$ cat config.mk
export PLATFORM = sky130hd
export DESIGN_NAME = ptwd_timer_regs
export DESIGN_NICKNAME = d
export VERILOG_FILES = /design/src/ptwd_pkg.sv /design/src/ptwd_timer_regs.sv
export SDC_FILE = /design/constraint.sdc
export NUM_CORES = 1
export LEC_CHECK = 0
export BUFFER_PORTS_ARGS = -buffer_cell sky130_fd_sc_hd__buf_4
export CAP_MARGIN = 20
export CORE_MARGIN = 2
export CORE_UTILIZATION = 56
export DETAILED_ROUTE_END_ITERATION = 6
export PLACE_DENSITY = 0.91
export SLEW_MARGIN = 15
export SYNTH_ARGS = -nofsm -noshare
export SYNTH_HDL_FRONTEND = slang
export SYNTH_SLANG_ARGS = --single-unit
$ cat constraint.sdc
create_clock -name core_clk -period 3.4 [get_ports core_clk]
set_input_delay 0.51 -clock core_clk [delete_from_list [all_inputs] [get_ports core_clk]]
set_output_delay 0.51 -clock core_clk [all_outputs]
set_load 0.05 [all_outputs]
$ cat src/ptwd_pkg.sv
// package: register map, field layout and constants of the timer capture select and watchdog block
package ptwd_pkg;
  // ==========================================================================
  // register byte addresses
  localparam logic [31:0] CAP_SRC_SEL_ADDR = 32'h40000014;
  localparam logic [31:0] TMR_INT_FLAGS_ADDR = 32'h42000088;
  localparam logic [31:0] WD_CONTROL_ADDR = 32'h42000090;
  localparam logic [31:0] WD_PRELOAD_ADDR = 32'h42000094;
  localparam logic [31:0] WD_STATUS_ADDR = 32'h42000098;
  localparam logic [31:0] WD_KEY_ADDR = 32'h4200009C;
  localparam logic [31:0] WD_DOWN_CNT_ADDR = 32'h420000A0;
  localparam logic [31:0] WD_INT_MASK_ADDR = 32'h420000A4;
  // ==========================================================================
  // field layout
  localparam int CAP0_LSB = 0;
  localparam int CAP1_LSB = 4;
  localparam int SEL_W = 3;
  localparam int NUM_EVT = 6;
  localparam int NUM_CAP = 2;
  localparam int NUM_FLAGS = 4;
  localparam int FLAG_CAP0 = 0;
  localparam int FLAG_CAP1 = 1;
  localparam int FLAG_WD_EXP = 2;
  localparam int FLAG_KEY_BAD = 3;
  localparam logic [2:0] SEL_RESET = 3'h0;
  localparam logic [2:0] SEL_MAX = 3'h5;
  // ==========================================================================
  // watchdog constants
  localparam logic [15:0] WD_KEY_FIRST = 16'hE51A;
  localparam logic [15:0] WD_KEY_SECOND = 16'hA35C;
  localparam logic [31:0] WD_ENABLE_CODE = 32'hA98559DA;
  localparam logic [31:0] WD_PRELOAD_RESET = 32'h00000FFF;
  localparam int WD_STAT_DIG = 1;
  localparam int WD_STAT_KEYSTATE = 0;
  localparam int WD_STAT_ANALOG = 2;
  localparam int WD_RESET_PULSE_CYC = 4;
  localparam logic [1:0] RESP_OKAY = 2'h0;
  localparam logic [1:0] RESP_SLVERR = 2'h2;
  // ==========================================================================
  // key sequence state, gray coded
  typedef enum logic [0:0] {
    PTWD_KEY_IDLE = 1'b0,
    PTWD_KEY_ARMED = 1'b1
  } ptwd_key_t;
endpackage : ptwd_pkg

$ cat src/ptwd_timer_regs.sv
// module: capture source select, interrupt flags and digital watchdog registers on an axi4-lite slave
//
// Chosen here: the AXI4-Lite register port.
`timescale 1ns/100ps
// Operation
// - capture 0 select field, reset zero
// - independent capture 1 select field, reset zero
// - codes 0..5 pick port tx/rx events
// - unused select bits: write zeros, read unspecified
// - readable pending timer interrupt flags
// - control register enables the watchdog
// - preload sets the down-counter reload value
// - key register services watchdog on correct sequence
// - status reports analog and digital watchdog
// - keys E51A then A35C before zero, else reset
// - watchdog off after reset until enabled
// - counters share clock, start separately, own prescale
module ptwd_timer_regs
  import ptwd_pkg::*;
(
  input wire logic core_clk, // block clock, 100 MHz
  input wire logic rst_n, // synchronous reset, active low
  input wire logic [31:0] s_axi_awaddr, // write address
  input wire logic s_axi_awvalid, // write address valid
  output logic s_axi_awready, // write address ready
  input wire logic [31:0] s_axi_wdata, // write data
  input wire logic [3:0] s_axi_wstrb, // write byte strobes
  input wire logic s_axi_wvalid, // write data valid
  output logic s_axi_wready, // write data ready
  output logic [1:0] s_axi_bresp, // write response
  output logic s_axi_bvalid, // write response valid
  input wire logic s_axi_bready, // write response ready
  input wire logic [31:0] s_axi_araddr, // read address
  input wire logic s_axi_arvalid, // read address valid
  output logic s_axi_arready, // read address ready
  output logic [31:0] s_axi_rdata, // read data
  output logic [1:0] s_axi_rresp, // read response
  output logic s_axi_rvalid, // read data valid
  input wire logic s_axi_rready, // read data ready
  input wire logic [5:0] dmaEvents, // port tx/rx dma event lines, tx0 rx0 tx1 rx1 tx2 rx2
  input wire logic [1:0] captureFlagSet, // capture done pulses from the timer counters
  input wire logic analogWdFault, // analog watchdog state
  output logic [1:0] captureTrig, // selected capture triggers
  output logic wdResetReq, // processor reset request
  output logic irq // level interrupt
);

  // ==========================================================================
  // axi write and read channel state
  logic [31:0] awAddr_q;
  logic awHeld_q;
  logic [31:0] wData_q;
  logic [3:0] wStrb_q;
  logic wHeld_q;
  logic bValid_q;
  logic [1:0] bResp_q;
  logic arReady_q;
  logic rValid_q;
  logic [31:0] rData_q;
  logic [1:0] rResp_q;
  logic doWrite;
  logic doRead;
  logic wrHit;
  logic awReady_q;
  logic wReady_q;

  // ==========================================================================
  // register state
  logic [SEL_W-1:0] capSel_q [NUM_CAP];
  logic [NUM_FLAGS-1:0] intFlags_q;
  logic [NUM_FLAGS-1:0] intMask_q;
  logic [31:0] wdControl_q;
  logic [31:0] wdPreload_q;
  logic [31:0] wdCount_q;
  logic wdEnabled_q;
  logic wdExpired_q;
  ptwd_key_t keyState_q;
  logic [2:0] rstPulse_q;
  logic [1:0] captureTrig_q;
  logic irq_q;
  logic wdResetReq_q;
  logic [15:0] keyWord;
  logic keyWrite;
  logic keyService;
  logic keyBad;
  logic wdExpire;
  logic [NUM_FLAGS-1:0] flagEvents;
  logic [NUM_FLAGS-1:0] flagClear;
  logic [NUM_FLAGS-1:0] intFlags_d;
  logic [NUM_FLAGS-1:0] intMask_d;
  logic maskWrite;
  logic [31:0] wdStatus;

  // a write fires once address and data are both held and no response is pending
  assign doWrite = awHeld_q && wHeld_q && !bValid_q;
  assign doRead = s_axi_arvalid && arReady_q && !rValid_q;

  // ==========================================================================
  // write channel
  // write address capture, taken in either order against data; ready is its own flop
  always_ff @(posedge core_clk) begin
    if (!rst_n) begin
      awHeld_q <= 1'b0;
      awReady_q <= 1'b1;
      awAddr_q <= 32'h00000000;
    end else if (s_axi_awvalid && !awHeld_q) begin
      awHeld_q <= 1'b1;
      awReady_q <= 1'b0;
      awAddr_q <= s_axi_awaddr;
    end else if (doWrite) begin
      awHeld_q <= 1'b0;
      awReady_q <= 1'b1;
    end
  end

  // write data capture; ready is its own flop
  always_ff @(posedge core_clk) begin
    if (!rst_n) begin
      wHeld_q <= 1'b0;
      wReady_q <= 1'b1;
      wData_q <= 32'h00000000;
      wStrb_q <= 4'h0;
    end else if (s_axi_wvalid && !wHeld_q) begin
      wHeld_q <= 1'b1;
      wReady_q <= 1'b0;
      wData_q <= s_axi_wdata;
      wStrb_q <= s_axi_wstrb;
    end else if (doWrite) begin
      wHeld_q <= 1'b0;
      wReady_q <= 1'b1;
    end
  end

  // write decode hit
  always_comb begin
    unique case (awAddr_q)
      CAP_SRC_SEL_ADDR, TMR_INT_FLAGS_ADDR, WD_CONTROL_ADDR, WD_PRELOAD_ADDR, WD_KEY_ADDR,
      WD_INT_MASK_ADDR: wrHit = 1'b1;
      default: wrHit = 1'b0;
    endcase
  end

  // write response, slverr on unmapped or read-only address
  always_ff @(posedge core_clk) begin
    if (!rst_n) begin
      bValid_q <= 1'b0;
      bResp_q <= RESP_OKAY;
    end else if (doWrite) begin
      bValid_q <= 1'b1;
      bResp_q <= wrHit ? RESP_OKAY : RESP_SLVERR;
    end else if (s_axi_bready) begin
      bValid_q <= 1'b0;
    end
  end

  // ==========================================================================
  // read channel
  // read address ready, dropped while a read answer waits
  always_ff @(posedge core_clk) begin
    if (!rst_n) begin
      arReady_q <= 1'b0;
    end else begin
      arReady_q <= !rValid_q && !doRead;
    end
  end

  // read data mux; the counter read leaves the count untouched
  always_ff @(posedge core_clk) begin
    if (!rst_n) begin
      rValid_q <= 1'b0;
      rData_q <= 32'h00000000;
      rResp_q <= RESP_OKAY;
    end else if (doRead) begin
      rValid_q <= 1'b1;
      rResp_q <= RESP_OKAY;
      rData_q <= 32'h00000000; // unused bits read zero
      unique case (s_axi_araddr)
        CAP_SRC_SEL_ADDR: begin
          rData_q[CAP0_LSB +: SEL_W] <= capSel_q[0];
          rData_q[CAP1_LSB +: SEL_W] <= capSel_q[1];
        end
        TMR_INT_FLAGS_ADDR: rData_q[NUM_FLAGS-1:0] <= intFlags_q;
        WD_CONTROL_ADDR: rData_q <= wdControl_q;
        WD_PRELOAD_ADDR: rData_q <= wdPreload_q;
        WD_STATUS_ADDR: rData_q <= wdStatus;
        WD_DOWN_CNT_ADDR: rData_q <= wdCount_q;
        WD_INT_MASK_ADDR: rData_q[NUM_FLAGS-1:0] <= intMask_q;
        WD_KEY_ADDR: rData_q <= 32'h00000000;
        default: rResp_q <= RESP_SLVERR;
      endcase
    end else if (s_axi_rready) begin
      rValid_q <= 1'b0;
    end
  end

  // ==========================================================================
  // capture source selects, one per capture
  for (genvar c = 0; c < NUM_CAP; c++) begin : g_cap
    localparam int LSB = (c == 0) ? CAP0_LSB : CAP1_LSB;
    always_ff @(posedge core_clk) begin
      if (!rst_n) begin
        capSel_q[c] <= SEL_RESET;
      end else if (doWrite && awAddr_q == CAP_SRC_SEL_ADDR && wStrb_q[0]) begin
        capSel_q[c] <= wData_q[LSB +: SEL_W]; // other bits dropped
      end
    end
    // reserved codes give no trigger; software keeps away from them
    always_ff @(posedge core_clk) begin
      if (!rst_n) begin
        captureTrig_q[c] <= 1'b0;
      end else begin
        captureTrig_q[c] <= (capSel_q[c] <= SEL_MAX) && dmaEvents[capSel_q[c]];
      end
    end
  end

  // ==========================================================================
  // watchdog control; only the enable code turns it on, and only reset turns it off
  always_ff @(posedge core_clk) begin
    if (!rst_n) begin
      wdControl_q <= 32'h00000000;
      wdEnabled_q <= 1'b0;
    end else if (doWrite && awAddr_q == WD_CONTROL_ADDR && &wStrb_q) begin
      wdControl_q <= wData_q;
      if (wData_q == WD_ENABLE_CODE) begin
        wdEnabled_q <= 1'b1;
      end
    end
  end

  // preload holds the reload value; ignored once the watchdog runs
  always_ff @(posedge core_clk) begin
    if (!rst_n) begin
      wdPreload_q <= WD_PRELOAD_RESET;
    end else if (doWrite && awAddr_q == WD_PRELOAD_ADDR && &wStrb_q && !wdEnabled_q) begin
      wdPreload_q <= wData_q;
    end
  end

  // ==========================================================================
  // watchdog key sequence
  // key decode
  assign keyWord = wData_q[15:0];
  assign keyWrite = doWrite && awAddr_q == WD_KEY_ADDR && wStrb_q[1:0] == 2'h3;
  assign keyService = keyWrite && keyState_q == PTWD_KEY_ARMED && keyWord == WD_KEY_SECOND;
  assign keyBad = keyWrite && keyWord != WD_KEY_FIRST && keyWord != WD_KEY_SECOND;

  // two-step key sequence
  always_ff @(posedge core_clk) begin
    if (!rst_n) begin
      keyState_q <= PTWD_KEY_IDLE;
    end else if (keyWrite) begin
      keyState_q <= (keyWord == WD_KEY_FIRST) ? PTWD_KEY_ARMED : PTWD_KEY_IDLE;
    end
  end

  // status word: key armed, digital expiry, analog watchdog state
  always_comb begin
    wdStatus = 32'h00000000;
    wdStatus[WD_STAT_KEYSTATE] = (keyState_q == PTWD_KEY_ARMED);
    wdStatus[WD_STAT_DIG] = wdExpired_q;
    wdStatus[WD_STAT_ANALOG] = analogWdFault;
  end

  // ==========================================================================
  // down-counter, reloaded from preload on service or while disabled
  assign wdExpire = wdEnabled_q && !wdExpired_q && wdCount_q == 32'h00000000 && !keyService;
  always_ff @(posedge core_clk) begin
    if (!rst_n) begin
      wdCount_q <= WD_PRELOAD_RESET;
    end else if (!wdEnabled_q || keyService) begin
      wdCount_q <= wdPreload_q;
    end else if (wdCount_q != 32'h00000000) begin
      wdCount_q <= wdCount_q - 32'h00000001;
    end
  end

  // expiry latch and processor reset pulse
  always_ff @(posedge core_clk) begin
    if (!rst_n) begin
      wdExpired_q <= 1'b0;
      rstPulse_q <= 3'h0;
      wdResetReq_q <= 1'b0;
    end else begin
      if (wdExpire) begin
        wdExpired_q <= 1'b1;
        rstPulse_q <= 3'(WD_RESET_PULSE_CYC);
      end else if (rstPulse_q != 3'h0) begin
        rstPulse_q <= rstPulse_q - 3'h1;
      end
      wdResetReq_q <= wdExpire || rstPulse_q > 3'h1;
    end
  end

  // ==========================================================================
  // interrupt flags: sticky, write one to clear, set wins
  assign flagEvents[FLAG_CAP0] = captureFlagSet[0]; // captures come from the timer counters
  assign flagEvents[FLAG_CAP1] = captureFlagSet[1];
  assign flagEvents[FLAG_WD_EXP] = wdExpire;
  assign flagEvents[FLAG_KEY_BAD] = keyBad;
  assign flagClear = (doWrite && awAddr_q == TMR_INT_FLAGS_ADDR && wStrb_q[0]) ?
                     wData_q[NUM_FLAGS-1:0] : '0;
  assign maskWrite = doWrite && awAddr_q == WD_INT_MASK_ADDR && wStrb_q[0];

  // next flag and mask values, shared with the interrupt output so it never lags a write
  assign intFlags_d = (intFlags_q & ~flagClear) | flagEvents; // set wins over clear
  assign intMask_d = maskWrite ? wData_q[NUM_FLAGS-1:0] : intMask_q;

  // sticky flags
  always_ff @(posedge core_clk) begin
    if (!rst_n) begin
      intFlags_q <= '0;
    end else begin
      intFlags_q <= intFlags_d;
    end
  end

  // interrupt mask
  always_ff @(posedge core_clk) begin
    if (!rst_n) begin
      intMask_q <= '0;
    end else begin
      intMask_q <= intMask_d;
    end
  end

  // interrupt output, high while an unmasked flag is set
  always_ff @(posedge core_clk) begin
    if (!rst_n) begin
      irq_q <= 1'b0;
    end else begin
      irq_q <= |(intFlags_d & intMask_d);
    end
  end

  // ==========================================================================
  // outputs
  assign s_axi_awready = awReady_q;
  assign s_axi_wready = wReady_q;
  assign s_axi_bvalid = bValid_q;
  assign s_axi_bresp = bResp_q;
  assign s_axi_arready = arReady_q;
  assign s_axi_rvalid = rValid_q;
  assign s_axi_rdata = rData_q;
  assign s_axi_rresp = rResp_q;
  assign captureTrig = captureTrig_q;
  assign wdResetReq = wdResetReq_q;
  assign irq = irq_q;

endmodule : ptwd_timer_regs

==> flow_metrics.tcl <==
set metrics [dict create \
    ys_types 59 \
    finalCriticalPeriod_ps 2920 \
    setup_violations 0 \
    ff2ff_path_depth 8 \
    cts_tree "yes" \
    p_int_w 0.00443 \
    violations "DRC" \
    synthToLayoutAreaGrowth_pct 21.7 \
    hold_class "primary input to flip-flop" \
    route.detailed.drc 13 \
    synth.largest_area_cell "dfxtp_1" \
    ys.flop_type "dfxtp_1" \
    die-height_um 136 \
    rsz0062_at_grt "false" \
    drt_iter0_drc 1375 \
    cp_slowest_stage_delay_ps 640 \
    gp_congestion 0.896 \
    cpMostUsedCell "buf_4" \
    worst_pin_slew_ps 873 \
    antenna_found_initial 0 \
    slew-limit-headroom_pct 41.7 \
    arrival_ps 3340 \
    ant_nets 0 \
    htree_levels 1 \
    sw_frac_of_total_pct 24.0 \
    antenna_cells 0 \
    syn_area_per_cell_um2 8.09 \
    p_total_w 0.00583 \
    cp_max_fo 16 \
    ir_drop_mv 0.410 \
    switching_power_w 0.00140 \
    post_drt_wl_per_cell_um 17.4 \
    fin_crit_sh_pct 85.7 \
    grt_usage_pct 28.9 \
    syn-cell-area_um2 9830 \
    comb_power_share_pct 9.0 \
    cts.sinks 229 \
    seqPwrFrac_pct 49.0 \
    p_leak_nw 4.67 \
    tns_ps 0 \
    core_area_um2 17200 \
    dr.pass1.iters 7 \
    ys_ff_latch 229 \
    finalClockSkew_ps 8.39 \
    start_kind "flip-flop" \
    seq_area_um2 4640 \
    cts_buffers 23 \
    cp_data_required_time_ps 3820 \
    grt_max_degree 84 \
    cts_root_buf "clkbuf_16" \
    clockBufferDepth 3 \
    async_flop_share_pct 0 \
    crit_buf_inv 2 \
    syn_inst 1215 \
    power_density_nw_per_um2 487 \
    slowest_stage "nor4bb_1" \
    path_clk_slew_ps 60 \
    row_count 48 \
    layout_commonest_cell "nand2_1" \
    place_worst_setup_slack_ps 547 \
    synth_edf_count 6 \
    outcome "finished, violations left" \
    boundaryPins 161 \
    nNetsFinal 1462 \
    path_class "flip-flop to flip-flop" \
    crit_chain "nand4b_1, nor4bb_1, nor3b_1, buf_4, a21o_1, buf_4, nand2_1, a21oi_1" \
    dieArea_um2 18600 \
    clock.fmax_ghz 0.343 \
    grt_pass1_wl_mm 43.6 \
    ys_top_cells_by_area "dfxtp_1 (45%), nand2_1 (13%), a21oi_1 (7.6%)" \
    post_cts_buffers 0 \
    synth.yosys.warnings 0 \
    final_cell_mix "nand2_1 (343), dfxtp_1 (223), buf_4 (181)" \
    utilization_pct 69.4 \
    rrSetupSlack_ps 480 \
    maxCapViolations 0 \
    hold_violations 0 \
    num_vias 9648 \
    ys_seq_area_share_pct 47.3 \
    clockPowerShare_pct 42.0 \
    yosys.area.top_type_share_pct 45.4 \
    vias_per_cell 6.11 \
    layout-drive-gt1-share_pct 17.9 \
    critPathCaptureType "flip-flop" \
    initial_core_util_pct 57.0 \
    multi_input_area_um2 4860 \
    cts_resized 0 \
    hpwl_mm 18.9 \
    port_buffers 158 \
    crit_family "simple AND/OR/NAND/NOR gates" \
    finalWorstSetupSlack_ps 485 \
    timing.hold.ws_ps 253 \
    wirelength_mm 27.5 \
    fill_cells 1262 \
    worstHoldPathCells 3 \
    die_x_um 136 \
    cts_hold_buf 0 \
    cp_num_cells 8 \
    grt_pass1_vias 8784 \
    maxSlewViolCount 0 \
    overflow 0 \
    clk_latency_ps 500 \
]
==> worst register-to-register path, cell delays in order, from the launching register on <==
cell and delay [ps]:
dfxtp_1 360, nand4b_1 290, nor4bb_1 650, nor3b_1 380, buf_4 210, a21o_1 450, buf_4 290, nand2_1 70
a21oi_1 140
==> path summary, 6_finish.rpt <==
check            startpoint             to
max              wData_q[5]  wdCount_q[14]
min          s_axi_wdata[2]     wData_q[2]
max reg2reg      wData_q[5]  wdCount_q[14]
min reg2reg    awAddr_q[20]   awAddr_q[20]
==> routing by layer <==
metal / global-route usage, % / vias up / routed length (um)
met1: 39.3 / 4432 / 10800
met2: 46.0 / 622 / 12800
li1: - / 4515 / -
met4: 7.93 / 0 / 627
met3: 6.82 / 79 / 3330
met5: 0 / - / 0
==> layout make-up <==
cell class,count,share of cell area [%]
Clock buffer,32,5.52
Clock inverter,7,0.534
Inverter,15,0.492
Multi-Input combinational cell,889,40.7
Sequential cell,229,38.9
Tap cell,225,2.36
Timing Repair Buffer,183,11.6
==> power by group through the flow <==
| stage | combinational, W | clock, W | sequential [W] |
|---|---|---|---|
| after CTS | 0.000515 | 0.00247 | 0.00285 |
| after floorplan | 0.000279 | 0 | 0.00293 |
| after global routing | 0.000572 | 0.00257 | 0.00286 |
| after global placement | 0.000496 | 0 | 0.00291 |
| final | 0.000523 | 0.00245 | 0.00286 |
| after detailed placement | 0.000511 | 0 | 0.00291 |
==> cell usage after synthesis, drive strengths merged, types with 6 or more instances <==
library cell / number
nand2: 343
dfxtp: 223
a21oi: 149
clkbuf: 71
o21ai: 45
nor2: 44
nand3: 38
nor4: 31
a222oi: 30
xor2: 22
nor3: 21
inv: 14
o211ai: 14
and2: 12
buf: 12
nand4: 11
mux2i: 10
a22o: 9
or4: 9
xnor2: 8
nand2b: 7
nor2b: 7
edfxtp: 6
==> stage by stage <==
stage	instance area [um^2]	instances
finish	12000	1580
global route	12000	1580
CTS	11900	1578
global placement	11200	1539
detailed placement	11200	1539
floorplan	9830	1216
==> logic make-up after synthesis <==
family	count (synthesis)	share of synthesized area, %
multiplexers	13	1.59
adder cells (fa/ha/maj)	5	0.637
XOR/XNOR	30	2.67
AO/OA/AOI/OAI	281	17.9
other	1	0.0382
AND/OR/NAND/NOR	558	26.0
flip-flops	229	47.3
buffers and inverters	98	3.95
==> registers in the layout, indices dropped and copies added, names as in the netlist, 2 cells and up <==
register,cells
captureTrig,2
awAddr_q,32
wStrb_q,4
wdCount_q,32
intFlags_q,4
wdControl_q,32
intMask_q,4
rstPulse_q,3
wData_q,32
capSel_q,6
wdPreload_q,32
s_axi_rdata,32
Note: power is estimated with default switching activity, not from simulation.
